===== src/rtl/nese_pkg.sv =====
`default_nettype none
package nese_pkg;
    // Bus geometry
    localparam int          NESE_AW              = 12;
    localparam int          NESE_DW              = 32;
    localparam int          NESE_NEV             = 16;   // Width of the enable register
    // Register byte addresses
    localparam logic [11:0] NESE_ENABLE_OFF      = 12'h034;
    localparam logic [11:0] NESE_STATUS_OFF      = 12'h030;
    localparam logic [11:0] NESE_IRQ_MASK_OFF    = 12'h040;
    // Field positions of the enable register
    localparam int          NESE_CMD_DONE_BIT    = 0;
    localparam int          NESE_XFER_DONE_BIT   = 1;
    localparam int          NESE_BLOCK_GAP_BIT   = 2;
    localparam int          NESE_DMA_BIT         = 3;
    localparam int          NESE_BUF_WR_BIT      = 4;
    localparam int          NESE_BUF_RD_BIT      = 5;
    localparam int          NESE_INSERT_BIT      = 6;
    localparam int          NESE_REMOVE_BIT      = 7;
    localparam int          NESE_CARD_IRQ_BIT    = 8;
    localparam int          NESE_ERROR_BIT       = 15;
    // Writable bits: 08..00; 15 and 14..09 are held at zero
    localparam logic [15:0] NESE_ENABLE_WMASK    = 16'h01FF;
    localparam logic [15:0] NESE_ENABLE_RESET    = 16'h0000;
    localparam logic [15:0] NESE_STATUS_RESET    = 16'h0000;
    localparam logic [15:0] NESE_MASK_RESET      = 16'h0000;
    localparam logic [31:0] NESE_READ_ZERO       = 32'h0000_0000;
    // Bus slave state
    typedef enum logic [0:0] {NESE_IDLE, NESE_ACCESS} nese_bus_state_t;
endpackage : nese_pkg
`default_nettype wire


===== src/rtl/nese_reg_if.sv =====
`timescale 1ns/1ps
`default_nettype none
// Register write strobes shared between the bus slave and the capture block
interface nese_reg_if;
    logic                       wr_enable;   // Write to enable register
    logic                       wr_status;   // Write-one-to-clear status
    logic                       wr_mask;     // Write to interrupt mask
    logic [15:0]                wdata;       // Write data, low half
    logic [15:0]                enable_q;    // Current enable register
    logic [15:0]                status_q;    // Current status register
    modport slave  (output wr_enable, output wr_status, output wr_mask, output wdata,
                    input enable_q, input status_q);
    modport core   (input wr_enable, input wr_status, input wr_mask, input wdata,
                    output enable_q, output status_q);
endinterface : nese_reg_if
`default_nettype wire


===== src/rtl/nese_apb_slave.sv =====
`timescale 1ns/1ps
`default_nettype none
// APB decode only; the top adds the wait state and registers the answer
module nese_apb_slave
    import nese_pkg::*;
(
    input  wire logic                  pclk,     // Bus clock
    input  wire logic                  presetn,  // Async reset, low
    input  wire logic                  psel,     // Select
    input  wire logic                  penable,  // Access phase
    input  wire logic                  pwrite,   // Direction
    input  wire logic [NESE_AW-1:0]    paddr,    // Byte address
    input  wire logic [NESE_DW-1:0]    pwdata,   // Write data
    input  wire logic [15:0]           mask_q,   // Mask register for readback
    output logic      [NESE_DW-1:0]    prdata,   // Read data
    output logic                       pslverr,  // Error on unmapped address
    nese_reg_if.slave                  regs      // Strobes to the core
);
    logic access;
    logic hit;
    assign access = psel && penable;
    assign hit    = (paddr == NESE_ENABLE_OFF) || (paddr == NESE_STATUS_OFF)
                 || (paddr == NESE_IRQ_MASK_OFF);

    // Write strobes are high in both access cycles; the top commits only when pready is high
    assign regs.wr_enable = access && pwrite && (paddr == NESE_ENABLE_OFF);
    assign regs.wr_status = access && pwrite && (paddr == NESE_STATUS_OFF);
    assign regs.wr_mask   = access && pwrite && (paddr == NESE_IRQ_MASK_OFF);
    assign regs.wdata     = pwdata[15:0];
    assign pslverr        = access && !hit;

    // Read mux; upper half and unmapped addresses read zero
    always_comb begin
        prdata = NESE_READ_ZERO;
        if (access && !pwrite) begin
            case (paddr)
                NESE_ENABLE_OFF:   prdata = {16'h0000, regs.enable_q};
                NESE_STATUS_OFF:   prdata = {16'h0000, regs.status_q};
                NESE_IRQ_MASK_OFF: prdata = {16'h0000, mask_q};
                default:           prdata = NESE_READ_ZERO;
            endcase
        end
    end
endmodule : nese_apb_slave
`default_nettype wire


===== src/rtl/nese_top.sv =====
// Functional notes
// - Events latch only while their enable is set
// - Bit 15 read-only, always zero
// - Card-interrupt enable low drops request immediately
// - Card-interrupt detection paused while enable low
// - Removal bit 7, insertion bit 6 enables
// - Read-ready bit 5, write-ready bit 4
// - DMA interrupt enable at bit 3
// - Block gap 2, transfer 1, command 0
// - Enable low clears held card-interrupt state
`timescale 1ns/1ps
`default_nettype none
module nese_top
    import nese_pkg::*;
(
    input  wire logic                  pclk,          // Controller clock, 40 MHz
    input  wire logic                  presetn,       // Async reset, low
    input  wire logic                  psel,          // APB select
    input  wire logic                  penable,       // APB access phase
    input  wire logic                  pwrite,        // APB direction
    input  wire logic [NESE_AW-1:0]    paddr,         // APB byte address
    input  wire logic [NESE_DW-1:0]    pwdata,        // APB write data
    output logic      [NESE_DW-1:0]    prdata,        // APB read data
    output logic                       pready,        // APB ready
    output logic                       pslverr,       // APB error
    input  wire logic [8:0]            event_pulse,   // Raw normal events, bits 8..0
    output logic                       card_irq_req,  // Card-interrupt request to system
    output logic                       irq            // Combined interrupt, level
);
    import nese_pkg::*;

    nese_reg_if regs ();

    logic [15:0]        enable_reg;
    logic [15:0]        status_reg;
    logic [15:0]        mask_reg;
    logic               card_sample_reg;
    logic               irq_reg;
    logic               card_req_reg;
    logic [NESE_DW-1:0] prdata_comb;
    logic               pslverr_comb;
    logic [15:0]        set_vec;
    logic [15:0]        clr_vec;
    logic [15:0]        status_next;
    logic [15:0]        enable_next;
    nese_bus_state_t    bus_state_reg;
    nese_bus_state_t    bus_state_next;
    logic               commit;
    logic               card_en_now;

    nese_apb_slave u_slave (
        .pclk    (pclk),
        .presetn (presetn),
        .psel    (psel),
        .penable (penable),
        .pwrite  (pwrite),
        .paddr   (paddr),
        .pwdata  (pwdata),
        .mask_q  (mask_reg),
        .prdata  (prdata_comb),
        .pslverr (pslverr_comb),
        .regs    (regs)
    );

    assign regs.enable_q = enable_reg;
    assign regs.status_q = status_reg;

    // Only bits 8..0 are stored; 15 and 14..9 stay zero
    assign enable_next = regs.wdata & NESE_ENABLE_WMASK;

    // Writes land only at the edge that completes the transfer, never in the wait state
    assign commit      = pready;

    // Card enable as it stands after this edge, so a clearing write acts at once
    assign card_en_now = (regs.wr_enable && commit) ? enable_next[NESE_CARD_IRQ_BIT]
                                                    : enable_reg[NESE_CARD_IRQ_BIT];

    // Enable register, bits 8..0 read-write
    always_ff @(posedge pclk or negedge presetn) begin
        if (!presetn) begin
            enable_reg <= NESE_ENABLE_RESET;
        end else if (regs.wr_enable && commit) begin
            enable_reg <= enable_next;
        end
    end

    // Interrupt mask, same layout as status
    always_ff @(posedge pclk or negedge presetn) begin
        if (!presetn) begin
            mask_reg <= NESE_MASK_RESET;
        end else if (regs.wr_mask && commit) begin
            mask_reg <= regs.wdata & NESE_ENABLE_WMASK;
        end
    end

    // Card-interrupt level is held only while enabled; cleared otherwise
    always_ff @(posedge pclk or negedge presetn) begin
        if (!presetn) begin
            card_sample_reg <= 1'b0;
        end else if (!card_en_now) begin
            card_sample_reg <= 1'b0;
        end else begin
            card_sample_reg <= event_pulse[NESE_CARD_IRQ_BIT];
        end
    end

    // Set vector: each event gated by its enable bit
    genvar gi;
    generate
        for (gi = 0; gi < NESE_NEV; gi++) begin : g_set
            if (gi < NESE_CARD_IRQ_BIT) begin : g_evt
                assign set_vec[gi] = event_pulse[gi] & enable_reg[gi];
            end else if (gi == NESE_CARD_IRQ_BIT) begin : g_card
                assign set_vec[gi] = card_sample_reg & enable_reg[gi];
            end else begin : g_none
                assign set_vec[gi] = 1'b0;
            end
        end
    endgenerate

    // Write-one-to-clear; a set in the same cycle wins over the clear
    assign clr_vec     = (regs.wr_status && commit) ? regs.wdata : 16'h0000;
    // Card bit also drops when its enable is cleared, withdrawing the request
    assign status_next = ((status_reg & ~clr_vec) | set_vec)
                       & {7'h00, card_en_now, 8'hFF};

    always_ff @(posedge pclk or negedge presetn) begin
        if (!presetn) begin
            status_reg <= NESE_STATUS_RESET;
        end else begin
            status_reg <= status_next;
        end
    end

    // Request outputs registered; computed from next status so clearing acts at once
    always_ff @(posedge pclk or negedge presetn) begin
        if (!presetn) begin
            irq_reg      <= 1'b0;
            card_req_reg <= 1'b0;
        end else begin
            irq_reg      <= |(status_next & mask_reg);
            card_req_reg <= status_next[NESE_CARD_IRQ_BIT] & mask_reg[NESE_CARD_IRQ_BIT];
        end
    end

    // Bus phase: the first access cycle is a wait state while the answer registers
    always_comb begin
        bus_state_next = bus_state_reg;
        case (bus_state_reg)
            NESE_IDLE: begin
                if (psel && penable) begin
                    bus_state_next = NESE_ACCESS;
                end
            end
            NESE_ACCESS: begin
                bus_state_next = NESE_IDLE;
            end
            default: begin
                bus_state_next = NESE_IDLE;
            end
        endcase
    end

    always_ff @(posedge pclk or negedge presetn) begin
        if (!presetn) begin
            bus_state_reg <= NESE_IDLE;
        end else begin
            bus_state_reg <= bus_state_next;
        end
    end

    // Registered bus answer: one wait state, pready high in the second access cycle
    always_ff @(posedge pclk or negedge presetn) begin
        if (!presetn) begin
            prdata  <= NESE_READ_ZERO;
            pslverr <= 1'b0;
            pready  <= 1'b0;
        end else begin
            prdata  <= prdata_comb;
            pslverr <= pslverr_comb;
            pready  <= (bus_state_next == NESE_ACCESS);
        end
    end

    assign irq          = irq_reg;
    assign card_irq_req = card_req_reg;
endmodule : nese_top
`default_nettype wire


===== config.mk =====
export PLATFORM = sky130hd
export DESIGN_NAME = nese_top
export DESIGN_NICKNAME = d
export VERILOG_FILES = /design/src/rtl/nese_pkg.sv /design/src/rtl/nese_reg_if.sv /design/src/rtl/nese_apb_slave.sv /design/src/rtl/nese_top.sv
export SDC_FILE = /design/constraint.sdc
export NUM_CORES = 1
export LEC_CHECK = 0
export ABC_AREA = 0
export BUFFER_PORTS_ARGS = -buffer_cell sky130_fd_sc_hd__buf_2
export CAP_MARGIN = 20
export CELL_PAD_IN_SITES_DETAIL_PLACEMENT = 0
export CELL_PAD_IN_SITES_GLOBAL_PLACEMENT = 1
export CORE_MARGIN = 2
export CORE_UTILIZATION = 28
export CTS_BUF_LIST = sky130_fd_sc_hd__clkbuf_8
export DETAILED_ROUTE_END_ITERATION = 12
export GPL_TIMING_DRIVEN = 0
export PLACE_DENSITY_LB_ADDON = 0.08
export SLEW_MARGIN = 20
export SYNTH_ARGS = -nofsm -noshare
export SYNTH_HDL_FRONTEND = slang
export SYNTH_SLANG_ARGS = --single-unit

===== constraint.sdc =====
create_clock -name pclk -period 4.35 [get_ports pclk]
set_clock_uncertainty 0.05 [all_clocks]
set_input_delay 0.87 -clock pclk [delete_from_list [all_inputs] [get_ports pclk]]
set_output_delay 0.87 -clock pclk [all_outputs]
set_load 0.01 [all_outputs]

== Word-level counts from Yosys, hierarchy flattened ==
Index checks and enable logic that the tools add are counted.

* Div/mod/pow operators: 0
* Bitwise logic cells: 16
* Order comparisons: 0
* Shift operators: 0
* Multiplexer cells: 7
* Multiply operators: 0
* $add $sub $neg: 0
* Eq/ne operators: 3
* Reduce and logical (&&, ||, !) cells: 15

{| class="wikitable"
|+ Operators by type and width
! cell !! count
|-
| $pmux W16 S3 || 1
|-
| $and A16 B9 Y16 || 2
|-
| $mux W32 || 1
|-
| $eq A12 B6 Y1 const B || 2
|-
| $and A16 B16 Y16 || 1
|-
| $mux W16 || 1
|-
| $not A16 Y16 || 1
|-
| $or A16 B9 Y16 || 1
|-
| $reduce_or A16 Y1 || 1
|-
| $eq A12 B7 Y1 const B || 1
|-
| $and A1 B1 Y1 || 10
|-
| $logic_and A1 B1 Y1 || 10
|-
| $mux W1 || 3
|-
| $logic_not A1 Y1 || 2
|-
| $logic_or A1 B1 Y1 || 2
|-
| $pmux W1 S2 || 1
|-
| $not A1 Y1 || 1
|}

* Memories: 0
* Bits in latches: 0
* Memory bits (read-only): 0
* Flip-flop bits (word level): 71
* RAM bits: 0
* Output and inout bits: 36

== Depth between registers and ports, before layout ==
* Depth in word-level cells: 11
* Gate-level depth with buffers: 6
* Depth with buffers taken out: 5

== By module ==
Synthesis repeated with hierarchy kept, for this count alone.

* Cells, all modules: 229
* Area, all modules: 2884.0 um^2

{| class="wikitable"
|+ By module, submodules not included
! module !! cells an instance !! instances !! area each (um^2)
|-
| nese_top || 127 || 1 || 2105.8
|-
| nese_apb_slave || 102 || 1 || 778.2
|}

== Worst setup path after synthesis ==
No wires, ideal clock.

* Kind: input port to flip-flop
* Start: input port paddr[10]
* End: register irq_reg, in the netlist irq
* Arrival: 2.565 ns
* Setup slack: 1.597 ns
* Required time: 4.161 ns
* Path buffers: 1
* Stages on the path: 6
* Setup time: 0.139 ns
* Cells stage by stage: or4_1 -> buf_2 -> nor4_4 -> a21oi_1 -> a2111oi_2 -> nand4_1

* Longest elaborated chain between the ends: 10

{| class="wikitable"
|+ Ends and longest elaborated chain
! what !! line !! source
|-
| start: declaration || nese_top.sv:21 || <nowiki>input wire logic [NESE_AW-1:0] paddr,</nowiki>
|-
| $eq A12 B6 Y1 || nese_apb_slave.sv:27 || <nowiki>assign regs.wr_status = access && pwrite && (paddr == NESE_STATUS_OFF);</nowiki>
|-
| $logic_and A1 B1 Y1 || nese_apb_slave.sv:27 ||
|-
| $logic_and A1 B1 Y1 || nese_top.sv:122 || <nowiki>assign clr_vec = (regs.wr_status && commit) ? regs.wdata : 16'h0000;</nowiki>
|-
| $mux W16 || nese_top.sv:122 ||
|-
| $not A16 Y16 || nese_top.sv:124 || <nowiki>assign status_next = ((status_reg & ~clr_vec) | set_vec)</nowiki>
|-
| $and A16 B16 Y16 || nese_top.sv:124 ||
|-
| $or A16 B9 Y16 || nese_top.sv:124 ||
|-
| $and A16 B9 Y16 (*) || nese_top.sv:125 || <nowiki>& {7'h00, card_en_now, 8'hFF};</nowiki>
|-
| $and A16 B9 Y16 (*) || nese_top.sv:141 || <nowiki>irq_reg <= |(status_next & mask_reg);</nowiki>
|-
| $reduce_or A16 Y1 (*) || nese_top.sv:141 ||
|-
| end signal: assignment || nese_top.sv:141 ||
|-
| end: declaration || nese_top.sv:38 || <nowiki>logic irq_reg;</nowiki>
|}

Mark *: on every way between the ends. The rest lies on a longest branch, timed or not.
A chain may end at the register's enable or synchronous reset.

== Worst setup path in the final report ==
Ends and elaborated chain as after synthesis.

==> impl_metrics.py <==
metrics = {
    "outcome": {
        "status": "finished clean",
    },
    "synthesis": {
        "yosysTopAreaCellShare_pct": 49.9,
        "yosys_warnings": 0,
        "synthTopCellsByCount": "dfrtp_1 (41), buf_4 (23), nand2_1 (19)",
        "syn_avg_cell_area_sq_um": 10.9,
        "synth-simple-area-share_pct": 15.9,
        "synth_seq_cells": 41,
        "dominantRegCellSynth": "dfrtp_1",
        "synth_top_cell_by_area": "dfrtp_1",
        "synth_top_family_by_area": "simple AND/OR/NAND/NOR gates",
        "synth_xor_area_share_pct": 0,
        "seq_area_frac_synth_pct": 49.9,
        "netlist_area_sq_um": 2050,
        "synth_fa_ha_area_share_pct": 0,
        "muxShareOfSynthArea_pct": 9.32,
        "synth_compound_area_share_pct": 14.6,
        "synth.area.top_cells": "dfrtp_1 (50%), mux2_2 (8.8%), buf_4 (8.4%), nand2_1 (3.5%), a22oi_1 (3.3%)",
        "yosysMostFrequentCell": "dfrtp_1",
        "synth_cell_types": 39,
        "synthArstFlopShare_pct": 100,
        "netlist_instances": 189,
        "synth_edf_count": 0,
    },
    "finish": {
        "n_fill_cell": 739,
        "postLayoutCellArea_sq_um": 2580,
        "regArea_sq_um": 1030,
        "antennaDiodeCount": 0,
        "drive_gt1_share_pct": 39.8,
        "finalNetCount": 323,
        "utilization_pct": 36.0,
        "multi_input_area_sq_um": 903,
        "area_delta_synth_final_pct": 25.7,
        "stdcell_count": 365,
    },
    "timing": {
        "rsz0062_at_grt": "no",
        "min_period_ps": 3000,
        "hold_violations": 0,
        "setup_viol": 0,
        "fin_tns_setup_ps": 0,
        "hold_slack_ps": 434,
        "tightestPinTransition_ps": 943,
        "final.period_utilization_pct": 69.0,
        "max_freq_mhz": 333,
        "drv_slew": 0,
        "maxSlewHeadroom_pct": 37.1,
    },
    "power": {
        "p_sw_w": 0.000174,
        "pwr-share-seq_pct": 55.1,
        "combPwrFrac_pct": 9.0,
        "p_int_w": 0.000521,
        "peakVddDrop_v": 0.0000977,
        "powerDensity_nw_per_um2": 269,
        "cellLeakagePower_nw": 1.33,
        "switching_share_pct": 25.0,
        "p_clk_share_pct": 35.9,
    },
    "grt": {
        "antenna_found_initial": 0,
        "overflow": 0,
        "grt_pass1_wl_microns": 7720,
        "grt_pass1_vias": 1478,
        "gr-usage-all-layers_pct": 13.1,
        "grt_max_degree": 42,
    },
    "cts": {
        "cts_tree": "done",
        "cts-buffers-inserted": 5,
        "cts_max_level": 2,
        "holdBufCountCts": 0,
        "post-cts-setup-buffer-count": 0,
        "clk_pin_slew_ps": 80,
        "ctsResizeCount": 0,
        "clockBufferDepth": 2,
        "cts-root-buf": "clkbuf_8",
        "clkSinkCount": 41,
        "clock_latency_ps": 300,
    },
    "place": {
        "placed_cells": 357,
        "place_hpwl_microns": 3450,
        "portBuffers": 47,
        "place_area_sq_um": 2500,
        "gp_congestion": 0.703,
    },
    "routing": {
        "drcViolationCount": 0,
        "firstDrtPassIters": 4,
        "wl_per_cell_microns": 13.5,
        "ant_nets": 0,
        "vias": 1581,
        "via_per_inst": 4.33,
        "drt-initial-drc-count": 41,
        "wirelength_microns": 4930,
    },
    "floorplan": {
        "die_h_microns": 89.7,
        "core_sq_um": 7180,
        "ios": 94,
        "rows": 31,
        "fp.dieW_microns": 89.7,
        "die_area_sq_um": 8040,
        "start_util_pct": 28.6,
    },
    "critical_path": {
        "cp.required_ps": 4450,
        "cp-end-kind": "register",
        "critical_path_class": "in2reg",
        "cp-start-kind": "input port",
        "r2r_cells": 5,
        "arrival_ps": 3100,
        "path_max_fanout": 10,
    },
    "run": {
        "cap_viol_max_count": 0,
    },
    "worst_hold_path": {
        "hold_depth": 1,
        "worstHoldPathType": "reg2reg",
    },
}
## cells by family after synthesis
| family | count (synthesis) |
|---|---|
| AO/OA/AOI/OAI | 44 |
| buffers and inverters | 30 |
| flip-flops | 41 |
| multiplexers | 17 |
| other | 1 |
| AND/OR/NAND/NOR | 56 |
## worst paths after layout
check / from / to / slack [ps]
worst max-delay path: paddr[10] / irq$_DFF_PN0_ / 1350
worst min-delay path: bus_state_reg$_DFF_PN0_ / bus_state_reg$_DFF_PN0_ / 430
worst max register to register: bus_state_reg$_DFF_PN0_ / irq$_DFF_PN0_ / 2020
worst min register to register: bus_state_reg$_DFF_PN0_ / bus_state_reg$_DFF_PN0_ / 430
max in group asynchronous: presetn / prdata[4]$_DFF_PN0_ / 2990
min in group asynchronous: presetn / prdata[2]$_DFF_PN0_ / 660
## final cells by class
cell class                 count  share of cell area, %
inverter                       5                  0.727
tap                           99                   4.80
buffer                        25                   7.32
timing repair buffer          47                   9.11
multi-input combinational    140                   35.0
clock buffer                   5                   2.66
clock inverter                 3                  0.678
sequential                    41                   39.7
## metal layers
| layer | global-route usage [%] | up-vias | share of wire, % |
|---|---|---|---|
| met5 | 0 | - | 0 |
| met4 | 4.07 | 0 | 0.85 |
| met3 | 3.29 | 4 | 5.6 |
| met2 | 21.5 | 42 | 49 |
| met1 | 17.0 | 751 | 45 |
| li1 | - | 784 | - |
## cell usage in the layout (no fill, tap or decap), types with 3 or more instances in the layout
cell	instances
a21oi_1	12
a22o_1	3
a22oi_1	9
and2_1	4
buf_2	48
buf_4	23
clkbuf_8	5
conb_1	23
dfrtp_1	41
inv_1	5
mux2_2	16
nand2_1	19
nand3_1	5
nand4_1	3
nor2_1	8
o21ai_0	9
## critical path: stages
cell and delay [ps]:
buf_2 90, or4_1 500, buf_2 190, nor4_4 640, a21oi_1 200, a2111oi_2 440, nand4_1 170
## per-stage QoR
step	setup slack, ps	total power, W
detailed placement	963	0.000453
global route	1180	0.000733
global placement	928	0.000454
floorplan	1600	0.000423
finish	1350	0.000695
CTS	1240	0.000712
## power groups by stage
stage | registers, W | clock network (W) | logic, W
5_1_grt | 0.000383 | 0.000279 | 0.0000717
3_5_place_dp | 0.000390 | 0 | 0.0000631
6_report | 0.000383 | 0.000250 | 0.0000626
3_3_place_gp | 0.000390 | 0 | 0.0000635
4_1_cts | 0.000383 | 0.000266 | 0.0000631
2_1_floorplan | 0.000391 | 0 | 0.0000325
Power figures use the tool's default switching activity.
